$ cat config.mk
export PLATFORM = sky130hd
export DESIGN_NAME = cbis_top
export DESIGN_NICKNAME = d
export VERILOG_FILES = /design/src/cbis_pkg.sv /design/src/cbis_top.sv /design/src/cbis_pic.sv
export VERILOG_INCLUDE_DIRS = /design/src /design/src/src
export SDC_FILE = /design/constraint.sdc
export NUM_CORES = 1
export LEC_CHECK = 0
export ABC_AREA = 1
export BUFFER_PORTS_ARGS = -buffer_cell sky130_fd_sc_hd__clkbuf_2
export CAP_MARGIN = 25
export CORE_ASPECT_RATIO = 1.4
export CORE_MARGIN = 8
export CORE_UTILIZATION = 45
export CTS_BUF_LIST = sky130_fd_sc_hd__clkbuf_8
export DETAILED_ROUTE_END_ITERATION = 10
export HOLD_SLACK_MARGIN = 0.1
export PLACE_DENSITY = 0.63
export SETUP_SLACK_MARGIN = 0.3
export SYNTH_ARGS = -nofsm -noshare
export SYNTH_HDL_FRONTEND = slang
export SYNTH_SLANG_ARGS = --single-unit
$ cat constraint.sdc
create_clock -name hclk -period 9.2 [get_ports hclk]
set_clock_uncertainty 0.05 [all_clocks]
set_input_delay 1.84 -clock hclk [delete_from_list [all_inputs] [get_ports hclk]]
set_output_delay 1.84 -clock hclk [all_outputs]
set_load 0.1 [all_outputs]
$ cat src/cbis_consts.svh
// constants of the board interrupt steering block: offsets, fields, resets
// assumes inclusion by cbis_pkg only; holds definitions, no logic
// Behaviour
// twelve levels, four direct plus eight controller
// jumpered power-fail drives unmaskable level one
// jumper picks either timer onto edge level
// eight modem signals merge onto level three
// software can read all eight modem signals
// level four: flag, or jumpered bus line
// master write to window base sets flag
// processor read of base clears flag
// direct levels maskable except power-fail
// eight channel ready requests feed controller only
// request outranking in-service level raises output
// one mask byte masks controller levels
// acknowledge returns call, spacing four or eight
// call targets within programmable 32/64 block
// serial output bit jumpers onto bus line
// shared window placed on any 4K boundary
// mains-loss indication raises power-fail request
// controller mode changeable anytime, no reset
// flag held as level until cleared
// level three is OR of modem signals
`ifndef CBIS_CONSTS_SVH
`define CBIS_CONSTS_SVH

// ====================================================
// register byte offsets
`define CBIS_OFS_CFG 8'h00
`define CBIS_OFS_DMASK 8'h04
`define CBIS_OFS_STAT 8'h08
`define CBIS_OFS_FLAG 8'h0c
`define CBIS_OFS_PMASK 8'h10
`define CBIS_OFS_PCFG 8'h14
`define CBIS_OFS_ACK 8'h18
`define CBIS_OFS_EOI 8'h1c

// ====================================================
// configuration (jumper), direct mask and controller config fields
`define CBIS_CFG_PF_EN 0
`define CBIS_CFG_TMR_EN 1
`define CBIS_CFG_TMR_SEL 2
`define CBIS_CFG_L4_BUS 3
`define CBIS_CFG_L4_LINE 6:4
`define CBIS_CFG_SOD_EN 7
`define CBIS_CFG_SOD_LINE 10:8
`define CBIS_CFG_PAGE 23:16
`define CBIS_DM_L2 0
`define CBIS_DM_L3 1
`define CBIS_DM_L4 2
`define CBIS_DM_SOD 3
`define CBIS_DM_CLR2 4
`define CBIS_PC_INT8 0
`define CBIS_PC_ROT 1
`define CBIS_PC_BASE 15:5

// ====================================================
// reset values and call opcode
`define CBIS_CFG_RST 32'h0000_0000
`define CBIS_DMASK_RST 32'h0000_0007
`define CBIS_PMASK_RST 8'hff
`define CBIS_PCFG_RST 16'h0000
`define CBIS_CALL_OPC 8'hcd

// ====================================================
// synchroniser bit positions
`define CBIS_SYNC_W 49
`define CBIS_S_PF 0
`define CBIS_S_ML 1
`define CBIS_S_T14 2
`define CBIS_S_T16 3
`define CBIS_S_MODEM 11:4
`define CBIS_S_RDY 19:12
`define CBIS_S_BUSN 27:20
`define CBIS_S_BMWR 28
`define CBIS_S_BMA 48:29

`endif

$ cat src/cbis_pkg.sv
// types of the board interrupt steering block
// assumes cbis_consts.svh on the include path
package cbis_pkg;
`include "cbis_consts.svh"

    // state of the priority interrupt unit
    typedef struct packed {
        logic [7:0] isr;
        logic [2:0] lp;
    } cbis_pic_state_t;

    // state of the steering top
    typedef struct packed {
        logic [`CBIS_SYNC_W-1:0] s1;
        logic [`CBIS_SYNC_W-1:0] s2;
        logic bm_d;
        logic tmr_d;
        logic l2_lat;
        logic flag;
        logic wr_pend;
        logic [7:0] wr_ofs;
        logic [31:0] cfg;
        logic [31:0] dmask;
        logic [7:0] pmask;
        logic [15:0] pcfg;
        logic [31:0] rdata;
    } cbis_state_t;
endpackage

$ cat src/cbis_top.sv
// board interrupt steering: direct levels, priority unit, flag, bus line
// assumes an AHB-Lite master on hclk; all pins come from other domains
`timescale 1ns/10ps
module cbis_top (
    input wire logic hclk,
    input wire logic hresetn,
    input wire logic hsel,
    input wire logic [31:0] haddr,
    input wire logic [1:0] htrans,
    input wire logic hwrite,
    input wire logic [2:0] hsize,
    input wire logic [31:0] hwdata,
    input wire logic hready,
    output logic hreadyout,
    output logic hresp,
    output logic [31:0] hrdata,
    input wire logic pwr_fail_req,
    input wire logic mains_loss_indication,
    input wire logic general_timer_14bit_out,
    input wire logic general_timer_16bit_out,
    input wire logic [3:0] ring_ind,
    input wire logic [3:0] carrier_det,
    input wire logic channel0_receive_ready,
    input wire logic channel0_transmit_ready,
    input wire logic channel1_receive_ready,
    input wire logic channel1_transmit_ready,
    input wire logic channel2_receive_ready,
    input wire logic channel2_transmit_ready,
    input wire logic channel3_receive_ready,
    input wire logic channel3_transmit_ready,
    input wire logic [7:0] bus_interrupt_lines_n_i,
    output logic [7:0] bus_interrupt_lines_n_o,
    output logic [7:0] bus_interrupt_lines_oe,
    input wire logic bm_wr_strobe,
    input wire logic [19:0] bm_addr,
    output logic power_fail_trap,
    output logic level2_req,
    output logic level3_req,
    output logic level4_req,
    output logic maskable_request_input
);
    import cbis_pkg::*;

    cbis_state_t r;
    cbis_state_t n;
    logic [`CBIS_SYNC_W-1:0] pins;
    logic acc;
    logic rd;
    logic tmr;
    logic bm_hit;
    logic flag_rd;
    logic pic_ack;
    logic pic_eoi;
    logic [7:0] modem;
    logic [7:0] busn;
    logic pf_lvl;
    logic l3_raw;
    logic l4_raw;
    logic [7:0] irr;
    logic [7:0] isr;
    logic [23:0] call_instr;

    // ====================================================
    // pin gathering; every pin crosses two flops before use
    assign pins = {bm_addr, bm_wr_strobe, bus_interrupt_lines_n_i,
                   channel3_transmit_ready, channel3_receive_ready,
                   channel2_transmit_ready, channel2_receive_ready,
                   channel1_transmit_ready, channel1_receive_ready,
                   channel0_transmit_ready, channel0_receive_ready,
                   carrier_det, ring_ind, general_timer_16bit_out,
                   general_timer_14bit_out, mains_loss_indication, pwr_fail_req};

    // ====================================================
    // bus slave: zero wait, always OKAY
    assign hreadyout = 1'b1;
    assign hresp = 1'b0;
    assign hrdata = r.rdata;
    assign acc = hsel && hready && htrans[1];
    assign rd = acc && !hwrite;
    assign flag_rd = rd && haddr[7:0] == `CBIS_OFS_FLAG;
    assign pic_ack = rd && haddr[7:0] == `CBIS_OFS_ACK;
    assign pic_eoi = r.wr_pend && r.wr_ofs == `CBIS_OFS_EOI;

    // ====================================================
    // source decode from the second synchroniser stage only
    assign modem = r.s2[`CBIS_S_MODEM];
    assign busn = r.s2[`CBIS_S_BUSN];
    assign tmr = r.cfg[`CBIS_CFG_TMR_EN] &&
                 (r.cfg[`CBIS_CFG_TMR_SEL] ? r.s2[`CBIS_S_T16] : r.s2[`CBIS_S_T14]);
    // mains loss is treated as a power-down just like the bus request
    assign pf_lvl = r.cfg[`CBIS_CFG_PF_EN] && (r.s2[`CBIS_S_PF] || r.s2[`CBIS_S_ML]);
    assign l3_raw = |modem;
    // the jumper picks the window flag or one active-low bus line
    assign l4_raw = r.cfg[`CBIS_CFG_L4_BUS] ? !busn[r.cfg[`CBIS_CFG_L4_LINE]] : r.flag;
    // window base must sit on a 4K page and the offset must be zero
    assign bm_hit = r.s2[`CBIS_S_BMWR] && !r.bm_d &&
                    r.s2[48:41] == r.cfg[`CBIS_CFG_PAGE] && r.s2[40:29] == 12'h000;

    // ====================================================
    // direct processor levels; power-fail has no mask bit at all
    assign power_fail_trap = pf_lvl;
    assign level2_req = r.l2_lat && !r.dmask[`CBIS_DM_L2];
    assign level3_req = l3_raw && !r.dmask[`CBIS_DM_L3];
    assign level4_req = l4_raw && !r.dmask[`CBIS_DM_L4];

    // ====================================================
    // serial output bit pulls the one selected bus line low
    generate
        for (genvar g = 0; g < 8; g++)
        begin : g_bus
            assign bus_interrupt_lines_n_o[g] = 1'b0;
            assign bus_interrupt_lines_oe[g] = r.cfg[`CBIS_CFG_SOD_EN] && r.dmask[`CBIS_DM_SOD] &&
                                               r.cfg[`CBIS_CFG_SOD_LINE] == 3'(g);
        end
    endgenerate

    // ====================================================
    // priority unit takes the eight channel ready requests only
    cbis_pic u_pic (
        .hclk(hclk),
        .hresetn(hresetn),
        .req(r.s2[`CBIS_S_RDY]),
        .mask(r.pmask),
        .rotate(r.pcfg[`CBIS_PC_ROT]),
        .interval8(r.pcfg[`CBIS_PC_INT8]),
        .base(r.pcfg[`CBIS_PC_BASE]),
        .ack(pic_ack),
        .eoi(pic_eoi),
        .maskable_request_input(maskable_request_input),
        .irr(irr),
        .isr(isr),
        .call_instr(call_instr)
    );

    // ====================================================
    // next-state logic
    always_comb
    begin
        n = r;
        n.s1 = pins;
        n.s2 = r.s1;
        n.bm_d = r.s2[`CBIS_S_BMWR];
        n.tmr_d = tmr;
        // address phase: remember a full-word write for its data phase
        n.wr_pend = acc && hwrite && hsize == 3'h2;
        n.wr_ofs = haddr[7:0];
        // data phase writes; unmapped offsets are dropped
        if (r.wr_pend)
        begin
            case (r.wr_ofs)
                `CBIS_OFS_CFG: n.cfg = hwdata;
                `CBIS_OFS_DMASK: n.dmask = {27'h0000000, 1'b0, hwdata[3:0]};
                `CBIS_OFS_PMASK: n.pmask = hwdata[7:0];
                `CBIS_OFS_PCFG: n.pcfg = hwdata[15:0];
                default: n.cfg = r.cfg;
            endcase
        end
        // edge latch: cleared by software, a new edge in the same cycle wins
        if (r.wr_pend && r.wr_ofs == `CBIS_OFS_DMASK && hwdata[`CBIS_DM_CLR2])
            n.l2_lat = 1'b0;
        if (tmr && !r.tmr_d)
            n.l2_lat = 1'b1;
        // flag stays up as a level until the processor reads the base
        if (flag_rd)
            n.flag = 1'b0;
        if (bm_hit)
            n.flag = 1'b1;
        // read data captured at the end of the address phase
        n.rdata = 32'h00000000;
        if (rd)
        begin
            case (haddr[7:0])
                `CBIS_OFS_CFG: n.rdata = r.cfg;
                `CBIS_OFS_DMASK: n.rdata = r.dmask;
                `CBIS_OFS_STAT: n.rdata = {isr, irr, modem, 2'h0, maskable_request_input,
                                           l4_raw, r.flag, l3_raw, r.l2_lat, pf_lvl};
                `CBIS_OFS_FLAG: n.rdata = {31'h00000000, r.flag};
                `CBIS_OFS_PMASK: n.rdata = {24'h000000, r.pmask};
                `CBIS_OFS_PCFG: n.rdata = {16'h0000, r.pcfg};
                `CBIS_OFS_ACK: n.rdata = {8'h00, call_instr};
                default: n.rdata = 32'h00000000;
            endcase
        end
    end

    // ====================================================
    // state register
    always_ff @(posedge hclk or negedge hresetn)
    begin
        if (!hresetn)
        begin
            r <= '{s1: '0, s2: '0, bm_d: 1'b0, tmr_d: 1'b0, l2_lat: 1'b0, flag: 1'b0,
                   wr_pend: 1'b0, wr_ofs: 8'h00, cfg: `CBIS_CFG_RST, dmask: `CBIS_DMASK_RST,
                   pmask: `CBIS_PMASK_RST, pcfg: `CBIS_PCFG_RST, rdata: 32'h00000000};
        end
        else
        begin
            r <= n;
        end
    end
endmodule // cbis_top

$ cat src/cbis_pic.sv
// priority interrupt unit: eight levels, mask, in-service, call vectors
// assumes requests already synchronised to hclk
`timescale 1ns/10ps
module cbis_pic (
    input wire logic hclk,
    input wire logic hresetn,
    input wire logic [7:0] req,
    input wire logic [7:0] mask,
    input wire logic rotate,
    input wire logic interval8,
    input wire logic [10:0] base,
    input wire logic ack,
    input wire logic eoi,
    output logic maskable_request_input,
    output logic [7:0] irr,
    output logic [7:0] isr,
    output logic [23:0] call_instr
);
    import cbis_pkg::*;

    cbis_pic_state_t st_r;
    cbis_pic_state_t st_nxt;
    logic [7:0] pend;
    logic [2:0] idx;
    logic [2:0] win_lvl;
    logic [2:0] win_rk;
    logic win_ok;
    logic [2:0] srv_lvl;
    logic [2:0] srv_rk;
    logic srv_ok;
    logic [15:0] tgt;

    // ====================================================
    // priority scan: rank 0 sits just after the lowest-priority pointer
    always_comb
    begin
        pend = req & ~mask;
        win_ok = 1'b0;
        win_lvl = 3'h0;
        win_rk = 3'h0;
        srv_ok = 1'b0;
        srv_lvl = 3'h0;
        srv_rk = 3'h0;
        idx = 3'h0;
        for (int k = 7; k >= 0; k--)
        begin
            idx = st_r.lp + 3'(k) + 3'h1;
            if (pend[idx])
            begin
                win_ok = 1'b1;
                win_lvl = idx;
                win_rk = 3'(k);
            end
            if (st_r.isr[idx])
            begin
                srv_ok = 1'b1;
                srv_lvl = idx;
                srv_rk = 3'(k);
            end
        end
        // spacing picks the block size: 4 bytes in 32, 8 bytes in 64
        if (interval8)
            tgt = {base[10:1], 6'h00} + {10'h000, win_lvl, 3'h0};
        else
            tgt = {base, 5'h00} + {11'h000, win_lvl, 2'h0};
        call_instr = win_ok ? {tgt[15:8], tgt[7:0], `CBIS_CALL_OPC} : 24'h000000;
        maskable_request_input = win_ok && (!srv_ok || win_rk < srv_rk);
        irr = req;
        isr = st_r.isr;
    end

    // ====================================================
    // acknowledge sets in-service, end-of-interrupt clears the top one
    always_comb
    begin
        st_nxt = st_r;
        if (eoi && srv_ok)
        begin
            st_nxt.isr[srv_lvl] = 1'b0;
            st_nxt.lp = srv_lvl; // rotation: serviced level drops to last
        end
        if (ack && win_ok)
            st_nxt.isr[win_lvl] = 1'b1;
        if (!rotate)
            st_nxt.lp = 3'h7; // mode may flip at any time
    end

    always_ff @(posedge hclk or negedge hresetn)
    begin
        if (!hresetn)
            st_r <= '{isr: 8'h00, lp: 3'h7};
        else
            st_r <= st_nxt;
    end
endmodule // cbis_pic

==> results.sh <==
export IMPL_ys_ff_latch=214
export IMPL_grt_pass1_vias=7400
export IMPL_hold_viol=0
export IMPL_synthCells=1007
export IMPL_drt_antenna_violating_nets=0
export IMPL_combPwrFrac_pct=12.3
export IMPL_ir_drop_v=0.000165
export IMPL_cts_resized=0
export IMPL_setup_viol=0
export IMPL_dp_hpwl_um=18300
export IMPL_worst_setup_path_end_kind="output pin"
export IMPL_yosys_warnings=0
export IMPL_crit_fanout=22
export IMPL_drc=0
export IMPL_rr_worst_depth=18
export IMPL_slowest_delay_ns=0.85
export IMPL_crit_arrival_ns=4.93
export IMPL_rr_startpoint="u_pic.st_r[0]$_DFFE_PN1P_"
export IMPL_grt_usage_pct=19.0
export IMPL_io_pins=178
export IMPL_path_cells="inv_1 > buf_4 > ha_1 > inv_1 > nand3_1 > nand3_1 > nand2_1 > nor2_1 > o31ai_1 > nand2_1 > ha_1 > nand2_1 > inv_1 > nand2_1 > nand2_1 > a21oi_1 > clkbuf_2"
export IMPL_status="finished clean"
export IMPL_drt_pass1_iter_count=7
export IMPL_initial_utilization_pct=45.8
export IMPL_reg2reg_to="hrdata[5]$_DFF_PN0_"
export IMPL_cts_buffers=35
export IMPL_cp_slowest_cell="dfstp_2"
export IMPL_antennaDiodeCount=0
export IMPL_vias_per_cell=5.07
export IMPL_final_min_clock_period_ns=6.82
export IMPL_power_internal_mw=1.53
export IMPL_final_cell_mix="253 x nand2_1, 200 x dfrtp_1, 141 x clkbuf_2"
export IMPL_holdCritPathClass="flip-flop to flip-flop"
export IMPL_routedWlPerCell_um=17.4
export IMPL_tritoncts="yes"
export IMPL_final_area_um2=10800
export IMPL_drt_wl_total_um=24600
export IMPL_clock_path_buffers=3
export IMPL_final_max_slew_violation_count=0
export IMPL_synth_edff_count=0
export IMPL_min_delay_path_depth=0
export IMPL_finalSetupTns_ns=0
export IMPL_start_kind="flip-flop"
export IMPL_post_cts_buffers=0
export IMPL_postPlaceCellArea_um2=10100
export IMPL_netlist_area_um2=9420
export IMPL_yosysSeqAreaShare_pct=57.1
export IMPL_drt_iter0_drc=519
export IMPL_netSwitchingFraction_pct=27.5
export IMPL_syn_area_per_cell_um2=9.35
export IMPL_holdWs_ns=0.285
export IMPL_p_leak_nw=5.49
export IMPL_path_buf_inv=5
export IMPL_final_common_cell="nand2_1"
export IMPL_grt_pass1_wl_um=39200
export IMPL_worstMarginPinSlew_ns=0.844
export IMPL_min_to="busn[0]$_DFF_PN0_"
export IMPL_fp_dieArea_um2=25900
export IMPL_overflow=0
export IMPL_core_area_um2=20600
export IMPL_crit_type="flip-flop to output pin"
export IMPL_die_y_um=187
export IMPL_gp_congestion=0.903
export IMPL_sequentialPowerShare_pct=46.7
export IMPL_syn2layout_area_growth_pct=15.2
export IMPL_antenna_found_initial=0
export IMPL_num_rows=62
export IMPL_nets=1260
export IMPL_clkTransAtPathRegs_ns=0.07
export IMPL_hp_start="n[153]$_DFF_PN0_"
export IMPL_fp_dieW_um=138
export IMPL_port_buffers=142
export IMPL_synth_cell_types=56
export IMPL_relSlewSlack_pct=43.7
export IMPL_crit_top_cell="nand2_1"
export IMPL_critPathTopFamily="buffers and inverters"
export IMPL_clock_sinks=214
export IMPL_cap_violations=0
export IMPL_rsz0062_at_grt="no"
export IMPL_fillers=1918
export IMPL_ys_flop_type="dfrtp_1"
export IMPL_routed_via_count=7165
export IMPL_drive_above_1_share_pct=25.6
export IMPL_async_flop_share_pct=100
export IMPL_p_sw_uw=582
export IMPL_grt_max_degree=80
export IMPL_hold_buffers=0
export IMPL_cts_root_buf="clkbuf_8"
export IMPL_htreeDepth=2
export IMPL_crit_required_ns=7.31
export IMPL_clock_latency_ns=0.53
export IMPL_fin_crit_sh_pct=74.1
export IMPL_rrSetupSlack_ns=5.01
export IMPL_p_clk_share_pct=41.0
export IMPL_fmax_mhz=147
export IMPL_p_per_area_nw_per_um2=195
## power groups by stage
| stage | combinational, mW | clock, mW | sequential (mW) |
|---|---|---|---|
| after floorplan | 0.187 | 0 | 0.997 |
| after global placement | 0.259 | 0 | 1.00 |
| after detailed placement | 0.262 | 0 | 1.01 |
| after CTS | 0.263 | 0.890 | 0.989 |
| after global routing | 0.290 | 0.934 | 0.991 |
| final | 0.261 | 0.867 | 0.989 |
## synth_stat cells, types with 6 or more instances
master	instances	area, µm²
xnor2_1	6	52.6
o21ai_1	10	50.1
a21oi_1	45	225
inv_2	21	78.8
nand3_1	86	430
a31oi_1	11	68.8
o21ai_0	52	260
nand2_2	13	81.3
inv_1	70	263
buf_2	6	30.0
nor3_1	7	35.0
clkbuf_1	15	56.3
buf_4	44	330
nor2_1	51	191
nand2_1	253	950
dfrtp_1	200	5000
nor4_1	6	37.5
mux2_2	15	169
dfstp_2	14	368
nand3_2	6	60.1
## cells by family (layout without fill, tap and decap cells)
group           count (synthesis)  count (layout)  synth area share, %
fa+ha+maj                       5               5                0.664
other cells                     2              10               0.0798
mux                            16              16                 1.90
xor+xnor                       11              11                 1.18
buf+inv                       164             306                 8.76
compound gates                148             148                 9.01
simple gates                  447             447                 21.4
flops                         214             214                 57.1
## metrics by stage
stage | util, % | setup WS, ns | instances | power, mW
after floorplan | - | 3.26 | 1015 | 1.18
after global placement | 49.0 | 2.97 | 1350 | 1.26
after detailed placement | 49.0 | 2.96 | 1350 | 1.27
after CTS | 52.6 | 2.37 | 1412 | 2.14
after global routing | 52.8 | 2.00 | 1413 | 2.21
final | 52.8 | 2.38 | 1413 | 2.12
## worst max-delay path by stage
stage,endpoint,slack [ns],depth (start not counted),start
final,maskable_request_input,2.38,17,u_pic.st_r[0]$_DFFE_PN1P_
after detailed placement,maskable_request_input,2.96,17,u_pic.st_r[0]$_DFFE_PN1P_
after global routing,maskable_request_input,2.00,17,u_pic.st_r[0]$_DFFE_PN1P_
after floorplan,maskable_request_input,3.26,18,u_pic.st_r[1]$_DFFE_PN1P_
after global placement,maskable_request_input,2.97,16,u_pic.st_r[1]$_DFFE_PN1P_
after CTS,maskable_request_input,2.37,17,u_pic.st_r[0]$_DFFE_PN1P_
## final cells by class
class | instances | area, µm² | share of cell area (%)
flip-flops and latches | 214 | 5370 | 49.5
clock inverters | 22 | 198 | 1.82
multi-input cells | 637 | 3250 | 30.0
clock buffers | 40 | 551 | 5.07
well taps | 256 | 320 | 2.95
inverters | 94 | 355 | 3.28
repair buffers | 150 | 800 | 7.37
## layer usage
layer  GRT usage (%)  vias to the layer above  share of wire, %
met5               0                        -                 0
met4            9.69                        0               4.3
met3            3.76                       56               4.5
met2            33.9                      204                53
met1            21.0                     3415                39
li1                -                     3490                 -
## flip-flops by register name, summed over array words and instances, names as in the netlist
register and cells:
u_pic.isr 8, r 105, n 50, u_pic.st_r 3, busn 8, modem 8
hrdata 32
Power figures use the tool's default switching activity.
